$ cat config.mk
export PLATFORM = sky130hd
export DESIGN_NAME = pvn_notify
export DESIGN_NICKNAME = d
export VERILOG_FILES = /design/src/include/pvn_pkg.sv /design/src/rtl/pvn_notify.sv
export SDC_FILE = /design/constraint.sdc
export NUM_CORES = 1
export LEC_CHECK = 0
export BUFFER_PORTS_ARGS = -buffer_cell sky130_fd_sc_hd__buf_4
export CAP_MARGIN = 10
export CORE_MARGIN = 2
export CORE_UTILIZATION = 45
export CTS_BUF_LIST = sky130_fd_sc_hd__clkbuf_4
export DETAILED_ROUTE_END_ITERATION = 12
export GPL_ROUTABILITY_DRIVEN = 0
export SLEW_MARGIN = 30
export SYNTH_ARGS = -nofsm -noshare
export SYNTH_HDL_FRONTEND = slang
export SYNTH_SLANG_ARGS = --single-unit
$ cat constraint.sdc
create_clock -name REF_CLK -period 6.2 [get_ports REF_CLK]
set_input_delay 0.62 -clock REF_CLK [delete_from_list [all_inputs] [get_ports REF_CLK]]
set_output_delay 0.62 -clock REF_CLK [all_outputs]
set_load 0.02 [all_outputs]
$ cat src/include/pvn_pkg.sv
package pvn_pkg;
    // ------------------------------------------------------------------
    // Geometry
    // ------------------------------------------------------------------
    localparam int          NUM_QUEUES     = 4;        // Queues implemented
    localparam int          QIDX_W         = 16;       // Queue index width
    localparam int          NUM_VECTORS    = 4;        // Message vectors held
    localparam logic [10:0] TABLE_SIZE_FLD = 11'h003;  // Count minus one
    localparam logic [15:0] NO_VECTOR      = 16'hFFFF; // Unmapped marker
    localparam logic [15:0] QDEPTH_MAX     = 16'h0100; // Largest ring depth
    localparam int          PAGE_SHIFT     = 12;       // 4096-byte pages

    // ------------------------------------------------------------------
    // APB register byte offsets
    // ------------------------------------------------------------------
    localparam logic [7:0] OFS_QUEUE_ADDR  = 8'h08;
    localparam logic [7:0] OFS_QUEUE_SIZE  = 8'h0C;
    localparam logic [7:0] OFS_QUEUE_SEL   = 8'h2C;  // Own aligned word
    localparam logic [7:0] OFS_QUEUE_NTFY  = 8'h10;
    localparam logic [7:0] OFS_CAUSE       = 8'h14;
    localparam logic [7:0] OFS_CFG_VEC     = 8'h18;
    localparam logic [7:0] OFS_QUEUE_VEC   = 8'h1C;
    localparam logic [7:0] OFS_CTRL        = 8'h20;
    localparam logic [7:0] OFS_TABLE_SIZE  = 8'h24;
    localparam logic [7:0] OFS_LAST_NTFY   = 8'h28;

    // ------------------------------------------------------------------
    // Field positions
    // ------------------------------------------------------------------
    localparam int CTRL_MSG_EN   = 0;  // Message interrupts enabled
    localparam int CTRL_NTFY_DAT = 1;  // Notification payload negotiated
    localparam int CAUSE_QUEUE   = 0;  // Used-buffer cause bit
    localparam int CAUSE_CONFIG  = 1;  // Configuration-change cause bit
endpackage

$ cat src/rtl/pvn_notify.sv
`timescale 1ns/1ps
// How it works
// (RL1) Four vectors offered, between two and 0x800
// (RL2) Table size field advertises vector count
// (RL3) Any event maps to any valid vector
// (RL4) Selector reads back mapping or unmapped marker
// (RL5) Reset leaves every event unmapped
// (RL6) Out-of-range mapping refused, reads unmapped
// (RL7) Driver copes with any table size
// (RL8) Driver never writes vector beyond table
// (RL9) Driver reads back selector to check
// (RL10) Select queue; absent queue reports depth zero
// (RL11) Ring address held as 4096-byte page number
// (RL12) Plain doorbell carries 16-bit queue index
// (RL13) Payload doorbell: queue, offset, wrap fields
// (RL14) Pin mode queue event sets cause bit0
// (RL15) Message mode queue event sends mapped vector
// (RL16) Unmapped queue in message mode: no interrupt
// (RL17) Pin mode config change sets cause bit1
// (RL18) Message mode config change uses config vector
// (RL19) One interrupt may report both events
// (RL20) Reading cause returns bits and clears
// (RL21) Driver scans queues on message vector
// (RL22) Unmapped marker is 0xFFFF
// (RL23) Cause unused while message mode enabled
// (RL24) Pin interrupt follows any set cause bit
module pvn_notify
    import pvn_pkg::*;
(
    // Clock and reset
    input  wire logic        REF_CLK,
    input  wire logic        RST_N,
    // APB slave
    input  wire logic        PSEL,
    input  wire logic        PENABLE,
    input  wire logic        PWRITE,
    input  wire logic [7:0]  PADDR,
    input  wire logic [31:0] PWDATA,
    output logic      [31:0] PRDATA,
    output logic             PREADY,
    output logic             PSLVERR,
    // Device-side events, one-cycle pulses on REF_CLK
    input  wire logic [NUM_QUEUES-1:0] USED_EVT,
    input  wire logic        CFG_EVT,
    // Interrupt outputs
    output logic             INT_PIN,
    output logic             MSG_REQ,
    output logic      [15:0] MSG_VEC,
    // Doorbell outputs
    output logic             NTFY_VALID,
    output logic      [15:0] NTFY_QUEUE,
    output logic      [14:0] NTFY_OFF,
    output logic             NTFY_WRAP
);

    // ------------------------------------------------------------------
    // State
    // ------------------------------------------------------------------
    logic [15:0] qsel_q, qsel_d;                       // Selected queue
    logic [15:0] qsize_q [NUM_QUEUES], qsize_d [NUM_QUEUES];  // Depths
    logic [31:0] qaddr_q [NUM_QUEUES], qaddr_d [NUM_QUEUES];  // Page numbers
    logic [15:0] qvec_q  [NUM_QUEUES], qvec_d  [NUM_QUEUES];  // Queue vectors
    logic [15:0] cvec_q, cvec_d;                       // Config vector
    logic [1:0]  ctrl_q, ctrl_d;                       // Mode bits
    logic [1:0]  cause_q, cause_d;                     // Interrupt cause
    logic [31:0] prdata_q, prdata_d;                   // Read data
    logic        pslverr_q, pslverr_d;
    logic        int_q, int_d;                         // Pin interrupt
    logic        mreq_q, mreq_d;                       // Message strobe
    logic [15:0] mvec_q, mvec_d;
    logic        nv_q, nv_d;                           // Doorbell strobe
    logic [31:0] nword_q, nword_d;                     // Last doorbell word
    logic [NUM_QUEUES-1:0] pend_q, pend_d;             // Queued messages
    logic        cpend_q, cpend_d;

    logic        wr_acc, rd_acc;                       // Commit and capture strobes
    logic        acc_first;                            // First access-phase edge
    logic        addr_ok;                              // Address decodes to a register
    logic        rdy_q;                                // Wait state served
    logic        q_ok;                                 // Selected queue exists
    logic [1:0]  qi;                                   // Selected queue slot
    logic        msg_en;

    // Writes commit only on the completing edge, so each acts exactly once
    assign acc_first = PSEL && PENABLE && !rdy_q;
    assign wr_acc    = PSEL && PENABLE && PWRITE && rdy_q;
    assign rd_acc    = acc_first && !PWRITE;
    assign addr_ok   = PADDR inside {OFS_QUEUE_ADDR, OFS_QUEUE_SIZE, OFS_QUEUE_SEL,
                                     OFS_QUEUE_NTFY, OFS_CAUSE, OFS_CFG_VEC, OFS_QUEUE_VEC,
                                     OFS_CTRL, OFS_TABLE_SIZE, OFS_LAST_NTFY};
    assign q_ok   = qsel_q < 16'(NUM_QUEUES);  // RL10
    assign qi     = qsel_q[1:0];
    assign msg_en = ctrl_q[CTRL_MSG_EN];

    // Vector request accepted only inside the table, else unmapped
    function automatic logic [15:0] map_vec(input logic [15:0] v);
        if (v <= 16'(TABLE_SIZE_FLD)) begin
            map_vec = v;  // RL3
        end else begin
            map_vec = NO_VECTOR;  // RL6 RL22
        end
    endfunction

    // ------------------------------------------------------------------
    // Next-state logic
    // ------------------------------------------------------------------
    always_comb begin
        int sel;
        sel = 0;
        qsel_d    = qsel_q;
        qsize_d   = qsize_q;
        qaddr_d   = qaddr_q;
        qvec_d    = qvec_q;
        cvec_d    = cvec_q;
        ctrl_d    = ctrl_q;
        cause_d   = cause_q;
        prdata_d  = prdata_q;
        pslverr_d = acc_first && !addr_ok;
        nv_d      = 1'b0;
        nword_d   = nword_q;
        mreq_d    = 1'b0;
        mvec_d    = mvec_q;
        pend_d    = pend_q;
        cpend_d   = cpend_q;

        // Events: message mode queues a vector, pin mode sets cause
        if (msg_en) begin
            for (int i = 0; i < NUM_QUEUES; i++) begin
                if (USED_EVT[i] && qvec_q[i] != NO_VECTOR) begin
                    pend_d[i] = 1'b1;  // RL15
                end
            end
            if (CFG_EVT && cvec_q != NO_VECTOR) begin
                cpend_d = 1'b1;  // RL18
            end
        end

        // Register access; read clears cause before events are merged
        if (wr_acc) begin
            case (PADDR)
                OFS_QUEUE_ADDR: if (q_ok) qaddr_d[qi] = PWDATA;  // RL11
                OFS_QUEUE_SIZE: begin
                    // Only a nonzero depth no larger than the maximum is taken
                    if (q_ok && PWDATA[15:0] != 16'h0000 && PWDATA[15:0] <= QDEPTH_MAX) begin
                        qsize_d[qi] = PWDATA[15:0];  // RL10
                    end
                end
                OFS_QUEUE_SEL:  qsel_d = PWDATA[15:0];
                OFS_QUEUE_NTFY: begin
                    nv_d = 1'b1;
                    if (ctrl_q[CTRL_NTFY_DAT]) begin
                        nword_d = PWDATA;  // RL13
                    end else begin
                        nword_d = {16'h0000, PWDATA[15:0]};  // RL12
                    end
                end
                OFS_CFG_VEC:    cvec_d = map_vec(PWDATA[15:0]);  // RL3 RL6
                OFS_QUEUE_VEC:  if (q_ok) qvec_d[qi] = map_vec(PWDATA[15:0]);  // RL3 RL6
                OFS_CTRL:       ctrl_d = PWDATA[1:0];
                default:        ;  // Read-only or unknown: write ignored
            endcase
        end else if (rd_acc) begin
            case (PADDR)
                OFS_QUEUE_ADDR: prdata_d = q_ok ? qaddr_q[qi] : 32'h0000_0000;
                OFS_QUEUE_SIZE: prdata_d = {16'h0000, q_ok ? qsize_q[qi] : 16'h0000};  // RL10
                OFS_QUEUE_SEL:  prdata_d = {16'h0000, qsel_q};
                OFS_QUEUE_NTFY: prdata_d = 32'h0000_0000;
                OFS_CAUSE: begin
                    prdata_d = {30'h0, cause_q};
                    cause_d  = 2'b00;  // RL20
                end
                OFS_CFG_VEC:    prdata_d = {16'h0000, cvec_q};  // RL4
                OFS_QUEUE_VEC:  prdata_d = {16'h0000, q_ok ? qvec_q[qi] : NO_VECTOR};  // RL4
                OFS_CTRL:       prdata_d = {30'h0, ctrl_q};
                OFS_TABLE_SIZE: prdata_d = {21'h0, TABLE_SIZE_FLD};  // RL1 RL2
                OFS_LAST_NTFY:  prdata_d = nword_q;
                default: begin
                    prdata_d  = 32'h0000_0000;
                    pslverr_d = 1'b1;
                end
            endcase
        end

        // Pin mode causes: set wins over the read clear
        if (!msg_en) begin
            if (|USED_EVT) cause_d[CAUSE_QUEUE] = 1'b1;  // RL14
            if (CFG_EVT)   cause_d[CAUSE_CONFIG] = 1'b1;  // RL17
        end else begin
            cause_d = (rd_acc && PADDR == OFS_CAUSE) ? 2'b00 : cause_q;  // RL23
        end

        // One message per cycle, config first, then lowest queue
        if (cpend_q) begin
            mreq_d  = 1'b1;
            mvec_d  = cvec_q;  // RL18
            cpend_d = 1'b0;
        end else begin
            for (int i = NUM_QUEUES - 1; i >= 0; i--) begin
                if (pend_q[i]) sel = i;
            end
            if (|pend_q) begin
                mreq_d      = 1'b1;
                mvec_d      = qvec_q[sel];  // RL15
                pend_d[sel] = 1'b0;
            end
        end
        // A remapping to unmapped or leaving message mode drops queued messages
        for (int i = 0; i < NUM_QUEUES; i++) begin
            if (qvec_d[i] == NO_VECTOR || !ctrl_d[CTRL_MSG_EN]) pend_d[i] = 1'b0;  // RL16
        end
        if (cvec_d == NO_VECTOR || !ctrl_d[CTRL_MSG_EN]) cpend_d = 1'b0;  // RL18

        int_d = |cause_d && !ctrl_d[CTRL_MSG_EN];  // RL24 RL19
    end

    // ------------------------------------------------------------------
    // Registers
    // ------------------------------------------------------------------
    always_ff @(posedge REF_CLK or negedge RST_N) begin
        if (!RST_N) begin
            qsel_q    <= 16'h0000;
            for (int i = 0; i < NUM_QUEUES; i++) begin
                qsize_q[i] <= QDEPTH_MAX;
                qaddr_q[i] <= 32'h0000_0000;
                qvec_q[i]  <= NO_VECTOR;  // RL5
            end
            cvec_q    <= NO_VECTOR;  // RL5
            ctrl_q    <= 2'b00;
            cause_q   <= 2'b00;
            prdata_q  <= 32'h0000_0000;
            pslverr_q <= 1'b0;
            int_q     <= 1'b0;
            mreq_q    <= 1'b0;
            mvec_q    <= 16'h0000;
            nv_q      <= 1'b0;
            nword_q   <= 32'h0000_0000;
            pend_q    <= '0;
            cpend_q   <= 1'b0;
        end else begin
            qsel_q    <= qsel_d;
            qsize_q   <= qsize_d;
            qaddr_q   <= qaddr_d;
            qvec_q    <= qvec_d;
            cvec_q    <= cvec_d;
            ctrl_q    <= ctrl_d;
            cause_q   <= cause_d;
            prdata_q  <= prdata_d;
            pslverr_q <= pslverr_d;
            int_q     <= int_d;
            mreq_q    <= mreq_d;
            mvec_q    <= mvec_d;
            nv_q      <= nv_d;
            nword_q   <= nword_d;
            pend_q    <= pend_d;
            cpend_q   <= cpend_d;
        end
    end

    // One wait state: read data and error are registered at the first
    // access edge and shown while PREADY stands for one cycle
    always_ff @(posedge REF_CLK or negedge RST_N) begin
        if (!RST_N) begin
            rdy_q <= 1'b0;
        end else begin
            rdy_q <= PSEL && PENABLE && !rdy_q;
        end
    end

    assign PREADY     = rdy_q;
    assign PRDATA     = prdata_q;
    assign PSLVERR    = pslverr_q;
    assign INT_PIN    = int_q;
    assign MSG_REQ    = mreq_q;
    assign MSG_VEC    = mvec_q;
    assign NTFY_VALID = nv_q;
    assign NTFY_QUEUE = nword_q[15:0];
    assign NTFY_OFF   = nword_q[30:16];
    assign NTFY_WRAP  = nword_q[31];

    // ------------------------------------------------------------------
    // Checks
    // ------------------------------------------------------------------
    property p_reset_unmapped;
        @(posedge REF_CLK) $rose(RST_N) |-> cvec_q == NO_VECTOR;
    endproperty
    a_reset_unmapped: assert property (p_reset_unmapped) else $error("cfg vector mapped after reset"); // RL5

    property p_refuse;
        @(posedge REF_CLK) disable iff (!RST_N)
        rd_acc && PADDR == OFS_QUEUE_VEC && !q_ok |=> PRDATA == {16'h0000, NO_VECTOR};
    endproperty
    a_refuse: assert property (p_refuse) else $error("absent queue mapping kept"); // RL6

    property p_map_ok;
        @(posedge REF_CLK) disable iff (!RST_N)
        wr_acc && PADDR == OFS_CFG_VEC && PWDATA[15:0] <= 16'(TABLE_SIZE_FLD)
        |=> cvec_q == $past(PWDATA[15:0]);
    endproperty
    a_map_ok: assert property (p_map_ok) else $error("valid vector not stored"); // RL3

    property p_pin_queue;
        @(posedge REF_CLK) disable iff (!RST_N)
        !msg_en && USED_EVT != '0 |=> cause_q[CAUSE_QUEUE] ##1 INT_PIN;
    endproperty
    a_pin_queue: assert property (p_pin_queue) else $error("queue cause not raised"); // RL14

    property p_pin_cfg;
        @(posedge REF_CLK) disable iff (!RST_N)
        !msg_en && CFG_EVT |=> cause_q[CAUSE_CONFIG];
    endproperty
    a_pin_cfg: assert property (p_pin_cfg) else $error("config cause not raised"); // RL17

    property p_msg_cfg;
        @(posedge REF_CLK) disable iff (!RST_N)
        msg_en && CFG_EVT && cvec_q != NO_VECTOR && !wr_acc |-> ##[1:2] MSG_REQ && MSG_VEC == cvec_q;
    endproperty
    a_msg_cfg: assert property (p_msg_cfg) else $error("config message missing"); // RL18

    property p_no_unmapped;
        @(posedge REF_CLK) disable iff (!RST_N)
        MSG_REQ |-> MSG_VEC != NO_VECTOR;
    endproperty
    a_no_unmapped: assert property (p_no_unmapped) else $error("message sent unmapped"); // RL16

    property p_msg_quiet_cause;
        @(posedge REF_CLK) disable iff (!RST_N)
        msg_en && cause_q == 2'b00 |=> cause_q == 2'b00;
    endproperty
    a_msg_quiet_cause: assert property (p_msg_quiet_cause) else $error("cause used in msg mode"); // RL23

    property p_pin_follows;
        @(posedge REF_CLK) disable iff (!RST_N)
        !msg_en && !ctrl_d[CTRL_MSG_EN] |=> INT_PIN == (cause_q != 2'b00);
    endproperty
    a_pin_follows: assert property (p_pin_follows) else $error("pin disagrees with cause"); // RL24
endmodule

After elaboration in Yosys (flattened, before gate mapping)

Index checks and enable logic that the tools add are counted.

Bits in registers: 382
Output and inout bits: 85
Word-level logic and storage cells: 172

Magnitude comparators: 8
Eq/ne operators: 20
Multiplexer cells: 73
Bitwise operators: 5
Reduce and logical (&&, ||, !) cells: 39

Operators by type and width:

| operator                                                            | number |
|---|---|
| two-way mux 32 bit                                                  | 9 |
| one-hot mux 32 bit (9 select lines)                                 | 1 |
| two-way mux 16 bit                                                  | 17 |
| two-way mux 64 bit                                                  | 3 |
| bitwise mux 128 bit                                                 | 1 |
| bitwise mux 64 bit                                                  | 2 |
| binary-select mux 16 bit (select 2 bit)                             | 3 |
| == test 16 bit (second input constant)                              | 5 |
| != test 16 bit (second input constant)                              | 5 |
| binary-select mux 32 bit (select 2 bit)                             | 1 |
| demux 32 bit (select 2 bit)                                         | 1 |
| demux 16 bit (select 2 bit)                                         | 1 |
| == test 8 x 5 -> 1 bit (second input constant)                      | 4 |
| == test 8 x 6 -> 1 bit (second input constant)                      | 4 |
| greater-or-equal comparator 32 x 1 -> 1 bit (second input constant) | 1 |
| greater-or-equal comparator 32 x 3 -> 1 bit (second input constant) | 1 |
| less-than comparator 32 x 4 -> 1 bit (second input constant)        | 1 |
| inverter 32 bit                                                     | 1 |
| two-way mux 1 bit                                                   | 24 |
| logical AND 1 bit                                                   | 17 |
| == test 8 x 4 -> 1 bit (second input constant)                      | 2 |
| <= comparator 16 x 2 -> 1 bit (second input constant)               | 1 |
| <= comparator 16 x 9 -> 1 bit (second input constant)               | 1 |
| less-than comparator 16 x 3 -> 1 bit (second input constant)        | 1 |
| 19 further kinds                                                    | 38 |

Depth between registers and ports, before layout

Gate-level depths: netlist of the first run.

Depth after elaboration: 14
Mapped depth: 9
Depth with buffers taken out: 6

Least setup slack after synthesis of the first run

OpenSTA, ideal clock, no wires.

Path kind: input to register
Start point: in PADDR[7]
End point: reg qaddr_q[74] (netlist name)
Arrival time: 2.763 ns
Setup slack: 3.312 ns
Stages on the path: 8
Cells stage by stage: or2_2 -> or3_4 -> or4_1 -> nor4_4 -> and3b_1 -> buf_6 -> buf_12 -> mux2_2

Word-level cells in the longest chain between the ends: 2

Ends and longest elaborated chain:

| element                       | RTL line          | source |
|---|---|---|
| from (decl)                   | pvn_notify.sv:37  | `input wire logic [7:0] PADDR,` |
| == test 8 x 4 -> 1 bit        | pvn_notify.sv:140 | `case (PADDR)` |
| AND reduction 3 bit (no line) | --                |  |
| to (signal assigned)          | pvn_notify.sv:242 | `qaddr_q <= qaddr_d;` |
| to (decl)                     | pvn_notify.sv:61  | `logic [31:0] qaddr_q [NUM_QUEUES], qaddr_d [NUM_QUEUES];` |

Every way passes these cells.
A chain may end at the register's enable or synchronous reset.

Worst setup path after layout of the first run

Start point: reg qsel_q[10]
End point: reg qaddr_q[120] (netlist name)

Word-level cells in the longest chain between the ends: 2

Ends and longest elaborated chain:

| element                              | RTL line          | source |
|---|---|---|
| from (decl)                          | pvn_notify.sv:59  | `logic [15:0] qsel_q, qsel_d;` |
| from (signal assigned)               | pvn_notify.sv:240 | `qsel_q <= qsel_d;` |
| less-than comparator 16 x 3 -> 1 bit | pvn_notify.sv:91  | `assign q_ok = qsel_q < 16'(NUM_QUEUES);` |
| AND reduction 3 bit (no line)        | --                |  |

Every way passes these cells.

==> results.ini, run 1 <==
[detailed_routing]
wl_mm = 48.6
drc = 0
vias = 12300
via_per_inst = 5.66
ant_nets = 0
wire_per_inst_um = 22.3
drtIter0Drc = 893
firstDrtPassIters = 5

[die]
row_count = 72
start_util_pct = 45.7
io_pins = 135
fp.dieW_um = 202
die-area_um2 = 40900
die_h_um = 202
coreArea_um2 = 38700

[critical_path]
cp.arrival_ns = 4.12
reg2regPathDepth = 5
cp_max_fo = 32
critPathCaptureType = flip-flop
r2r_end = qaddr_q[120]
startpoint_type = flip-flop
worstReg2RegStart = qsel_q[10]
crit_type = flip-flop to flip-flop
crit_required_ns = 6.88
r2r_setup_slack_ns = 2.76

[logic_synthesis]
synthArstFlopShare_pct = 100
synthDistinctLibCells = 61
ys_warn_count = 0
syn_area_um2 = 17700
synth_area_leaders = dfrtp_1 (42%), dfstp_2 (12%), mux2_2 (12%)
yosys.area_share.simple_pct = 11.7
netlist_instances = 1427
synth_top_area_share_pct = 42.1
synth.net_count = 1477
synthXorXnorAreaFrac_pct = 0.0495
synth-compound-area-share_pct = 8.02
synth_top_family_by_area = multiplexers
muxShareOfSynthArea_pct = 21.8
synth-main-ff-cell = dfrtp_1
synth-edff-count = 0
synthAdderAreaFrac_pct = 0
avgSynthCellArea_um2 = 12.4
ys_seq_elements = 382
synth_largest_area_cell = dfrtp_1
ys_seq_area_share_pct = 54.6

[cells_and_area]
area_growth_pct = 15.5
drive_gt1_share_pct = 42.4
final_cell_mix = dfrtp_1 (295), nor2_1 (199), mux2_2 (190), clkbuf_4 (167), buf_4 (148)
seqCellArea_um2 = 9670
fillerInstances = 3465
finalNetCount = 1630
multi_input_area_um2 = 7420
final_common_cell = dfrtp_1
post-route-cell-area_um2 = 20400

[min_path]
hp-start = PWDATA[31]
worstHoldEndpoint = qaddr_q[31]
min_path_type = input port to flip-flop
holdPathStages = 2

[timing]
hold_violations = 0
relSlewSlack_pct = 34.4
finalMaxSlewViolations = 0
post-route-min-period_ns = 3.44
fin_crit_sh_pct = 55.5
fin_tns_setup_ns = 0
max_freq_mhz = 291
skew_ns = 0.0775
worstMarginPinSlew_ns = 0.979
rsz0062_at_grt = false
finalSetupViolCount = 0

[global_routing]
grt_usage_pct = 24.2
antenna_found_initial = 3
grt_max_degree = 148
grt_pass1_vias = 12500
grt_overflow = 0
grt_pass1_wl_mm = 75.5

[job]
drv_cap = 0

[status]
status = completed

[clock_network]
clkTransAtPathRegs_ns = 0.07
numCtsBuffers = 101
clk_latency_ns = 0.84
cts_tree = built
cts_buffer_depth = 3
htree_levels = 3
cts.sinks = 382
cts.repair.resized = 0
root_buffer = clkbuf_4

[power]
p_leak_nw = 9.24
p_per_area_nw_per_um2 = 247
ir_drop_uv = 134

[placement]
hpwlAfterDp_mm = 32.2
portBuffers = 134
dpl_cell_area_um2 = 18900

## report_power, final
group | switching (mW) | internal [mW] | leakage, nW | total [mW]
clock network | 1.08 | 1.22 | 0.814 | 2.30
registers | 0.0120 | 2.51 | 4.99 | 2.52
logic | 0.146 | 0.0681 | 3.44 | 0.214
total | 1.24 | 3.80 | 9.24 | 5.04
## cell families (layout without fill, tap and decap cells)
logic type,count (synthesis),count (layout)
other cells,0,3
xor+xnor,1,1
mux,281,281
compound gates,220,220
flops,382,382
buf+inv,116,350
simple gates,427,427
## metal layers
layer	global-route usage [%]	part of all wire (%)
met5	0	0
met4	10.2	3.6
met3	5.39	6.3
met2	36.5	46
met1	33.9	44
## Yosys cell counts (17+ instances only)
| cell | count |
|---|---|
| mux4_2 | 64 |
| dfrtp_1 | 298 |
| buf_2 | 17 |
| mux2i_1 | 18 |
| dfstp_2 | 84 |
| o21ai_0 | 82 |
| a221oi_1 | 18 |
| nand2_1 | 85 |
| nand3_1 | 25 |
| nand4_1 | 23 |
| and2_1 | 30 |
| a21oi_1 | 20 |
| nor2_1 | 200 |
| mux2_2 | 190 |
| clkbuf_1 | 60 |
| a22oi_1 | 31 |
## state kept, by name, indices dropped and copies added (netlist names)
name	flops
INT_PIN	1
MSG_REQ	1
MSG_VEC	16
NTFY_VALID	1
PRDATA	32
PREADY	1
PSLVERR	1
cause_q	2
cpend_q	1
ctrl_q	2
cvec_q	16
nword_q	32
pend_q	4
qaddr_q	128
qsel_q	16
qsize_q	64
qvec_q	64
## per-stage QoR
step	power (mW)	instances	setup slack, ns	hold slack (ns)	util (%)
2_1_floorplan	2.64	1427	3.31	0.324	-
5_1_grt	5.27	2181	2.60	0.000144	52.7
3_5_place_dp	2.78	1988	2.41	0.466	48.9
6_report	5.04	2182	2.76	0.0733	52.7
4_1_cts	5.11	2176	2.70	0.00192	52.5
3_3_place_gp	2.78	1986	2.39	0.463	48.8
## critical path, stage by stage, from the launching register on
cell     delay (ns)
dfrtp_1        0.40
or4_1          0.62
or4_1          0.58
nor4_4         0.36
and3b_2        0.89
mux2_2         0.42
## layout make-up
type	instances	share of cell area, %
antenna	3	0.0367
clock buffer	167	6.14
clock inverter	17	0.551
inverter	7	0.129
multi-input combinational	929	36.3
sequential	382	47.3
tap	518	3.17
timing repair buffer	159	6.30
## worst max-delay path by stage
| stage | startpoint | end | slack [ns] |
|---|---|---|---|
| after global routing | qsel_q[15] | qvec_q[4] | 2.60 |
| after detailed placement | PADDR[7] | qaddr_q[89] | 2.41 |
| final | qsel_q[10] | qaddr_q[120] | 2.76 |
| after global placement | PADDR[7] | qaddr_q[25] | 2.39 |
| after floorplan | PADDR[7] | qaddr_q[74] | 3.31 |
| after CTS | qsel_q[0] | PRDATA[6] | 2.70 |
## timing repair
item                                   4_1_cts  5_1_grt
buffers inserted                             0        0
hold buffers                                 4        0
endpoints found under the hold margin       93        0
Power figures use the tool's default switching activity.
==> inputs of run 2 (changes only) <==
Clock period 6.2 ns to 2.9 ns, I/O delays scaled along.
==> run 2 against run 1 <==
  * Sequential power increased by 110%
  * Die area unchanged
  * Via count increased by 3.8%
  * Global-route usage up 0.58 points
  * Clock-buffer cell count fell by 2
  * Wire length is 1.6% higher
  * Design area rose by 4.4%
  * Core utilization grew 2.3 points
  * Flip-flop and latch count unchanged
  * Clock skew decreased by 0.028 ns
  * Power is 110% higher
  * Largest cell class unchanged
  * Worst hold slack better by 0.087 ns
==> results.ini, run 2 (synthesis gave the netlist of run 1 again) <==
[clock_network]
clkTransAtPathRegs_ns = 0.07  ; about the same
root_buffer = clkbuf_4  ; unchanged
cts.sinks = 382  ; unchanged
clk_latency_ns = 0.83  ; was 0.84 ns
cts_buffer_depth = 3  ; unchanged
cts_setup_buffers = 0  ; unchanged
cts_tree = built  ; unchanged
htree_levels = 3  ; unchanged
numCtsBuffers = 101  ; unchanged

[cells_and_area]
largest_reg_flops = 128  ; unchanged
drive_gt1_share_pct = 42.4  ; about the same
fillerInstances = 3357  ; was 3465
final_core_util_pct = 55.1  ; was 52.7%
seqCellArea_um2 = 9670  ; about the same
reg_top3 = qaddr_q: 128 flops, qsize_q: 64 flops, qvec_q: 64 flops  ; unchanged
area_growth_pct = 20.6  ; was 15.5%
multi_input_area_um2 = 7400  ; was 7420 um^2
finalNetCount = 1723  ; was 1630
fin_cells = 2273  ; was 2182
final_common_cell = dfrtp_1  ; unchanged
final_cell_mix = dfrtp_1 (296), nor2_1 (199), mux2_2 (190), buf_4 (182), clkbuf_4 (165)  ; was dfrtp_1 (295), nor2_1 (199), mux2_2 (190), clkbuf_4 (167), buf_4 (148)
regMostFlops = qaddr_q  ; unchanged

[power]
p_int_mw = 8.22  ; was 3.80 mW
p_leak_nw = 9.70  ; was 9.24 nW
pwr-share-seq_pct = 50.0  ; was 50.1%
p_sw_mw = 2.59  ; was 1.24 mW
p_comb_share_pct = 4.8  ; was 4.2%
clockPowerShare_pct = 45.2  ; was 45.7%
swShare_pct = 24.0  ; was 24.6%
p_per_area_nw_per_um2 = 507  ; was 247 nW/um^2
ir_drop_uv = 309  ; was 134 uV

[global_routing]
grt_pass1_wl_mm = 77.6  ; was 75.5 mm
grt_pass1_vias = 13100  ; was 12500
grt_overflow = 0  ; unchanged
grt_max_degree = 75  ; was 148
antenna_found_initial = 2  ; was 3
grt_usage_pct = 24.8  ; was 24.2%

[die]
coreArea_um2 = 38700  ; unchanged
io_pins = 135  ; unchanged
row_count = 72  ; unchanged
die_h_um = 202  ; unchanged
start_util_pct = 45.7  ; unchanged
fp.dieW_um = 202  ; unchanged
die-area_um2 = 40900  ; unchanged

[timing]
worstMarginPinSlew_ns = 0.870  ; was 0.979 ns
rsz0062_at_grt = false  ; unchanged
skew_ns = 0.0492  ; was 0.0775 ns
relSlewSlack_pct = 42.0  ; was 34.4%
max_freq_mhz = 354  ; was 291 MHz
post-route-min-period_ns = 2.82  ; was 3.44 ns
hold_violations = 0  ; unchanged
fin_crit_sh_pct = 97.3  ; was 55.5%
finalSetupViolCount = 0  ; unchanged
finalMaxSlewViolations = 0  ; unchanged
fin_tns_setup_ns = 0  ; unchanged

[detailed_routing]
ant_nets = 0  ; unchanged
drtIter0Drc = 1032  ; was 893
drc = 0  ; unchanged
vias = 12800  ; was 12300
wire_per_inst_um = 21.7  ; was 22.3 um
via_per_inst = 5.64  ; was 5.66
wl_mm = 49.4  ; was 48.6 mm
firstDrtPassIters = 5  ; unchanged

[critical_path]
startpoint_type = flip-flop  ; unchanged
cp_max_fo = 15  ; was 32
critPathLaunch = qsel_q[15]  ; was qsel_q[10]
worstReg2RegStart = qsel_q[15]  ; was qsel_q[10]
crit_required_ns = 3.55  ; was 6.88 ns
reg2regPathDepth = 9  ; was 5
critPathCaptureType = flip-flop  ; unchanged
crit_type = flip-flop to flip-flop  ; unchanged
cp.arrival_ns = 3.47  ; was 4.12 ns

[placement]
hpwlAfterDp_mm = 33.2  ; was 32.2 mm
dp.cells = 2035  ; was 1988
portBuffers = 134  ; unchanged

[min_path]
holdPathStages = 6  ; was 2
min_path_type = input port to flip-flop  ; unchanged
hp-start = PADDR[6]  ; was PWDATA[31]

[job]
drv_cap = 0  ; unchanged

[status]
status = completed  ; unchanged

## run 2: layout make-up
class	count	area share [%]
Sequential cell	382	45.3
Multi-Input combinational cell	929	34.7
Timing Repair Buffer	252	10.5
Clock buffer	165	5.81
Tap cell	518	3.04
Clock inverter	18	0.534
Inverter	7	0.123
Antenna cell	2	0.0235
## run 2: worst paths after layout
| check | to | slack (ns) |
|---|---|---|
| max in group asynchronous | qaddr_q[32] | 1.17 |
| min in group asynchronous | qsize_q[47] | 0.62 |
| worst max-delay path | PRDATA[15] | 0.08 |
| worst min register to register | qsize_q[9] | 0.48 |
| worst max register to register | PRDATA[15] | 0.08 |
| worst min-delay path | qvec_q[48] | 0.16 |
## run 2: stage by stage
step           power, mW  cell area [um^2]  worst slack, ns  hold WS (ns)
2_1_floorplan       5.64             17700            0.303      -0.00559
4_1_cts             11.0             21300           0.0158        0.0671
3_3_place_gp        5.96             19400           0.0367         0.301
3_5_place_dp        5.97             19400           0.0376         0.307
5_1_grt             11.3             21300           0.0148         0.113
6_report            10.8             21300           0.0784         0.160
## run 2: what timing repair did
item | in CTS | in global routing
setup endpoints to repair | 0 | 1
resized for setup | 0 | 1
hold buffers | 53 | 0
endpoints found under the hold margin | 588 | 0
## run 2: critical path, cell delays in order (launching register included)
cell and delay, ns:
dfrtp_1 0.40, or4_4 0.59, or4_4 0.59, buf_4 0.18, buf_4 0.18, nor2_2 0.17, nor2_1 0.10, a211oi_1 0.24
buf_4 0.16, o21ai_1 0.05
## run 2: power groups by stage
stage / Combinational (mW) / Clock [mW] / Sequential [mW]
finish: 0.523 / 4.89 / 5.40
CTS: 0.530 / 5.05 / 5.40
floorplan: 0.122 / 0 / 5.52
global route: 0.573 / 5.33 / 5.40
global placement: 0.466 / 0 / 5.50
detailed placement: 0.472 / 0 / 5.50
## run 2: per-layer routing
metal / vias to the layer above / wire, um / global-route usage [%]
met3: 82 / 3010 / 5.95
li1: 5757 / - / -
met1: 6543 / 21400 / 33.8
met5: - / 0 / 0
met2: 431 / 23300 / 38.0
met4: 0 / 1660 / 10.7
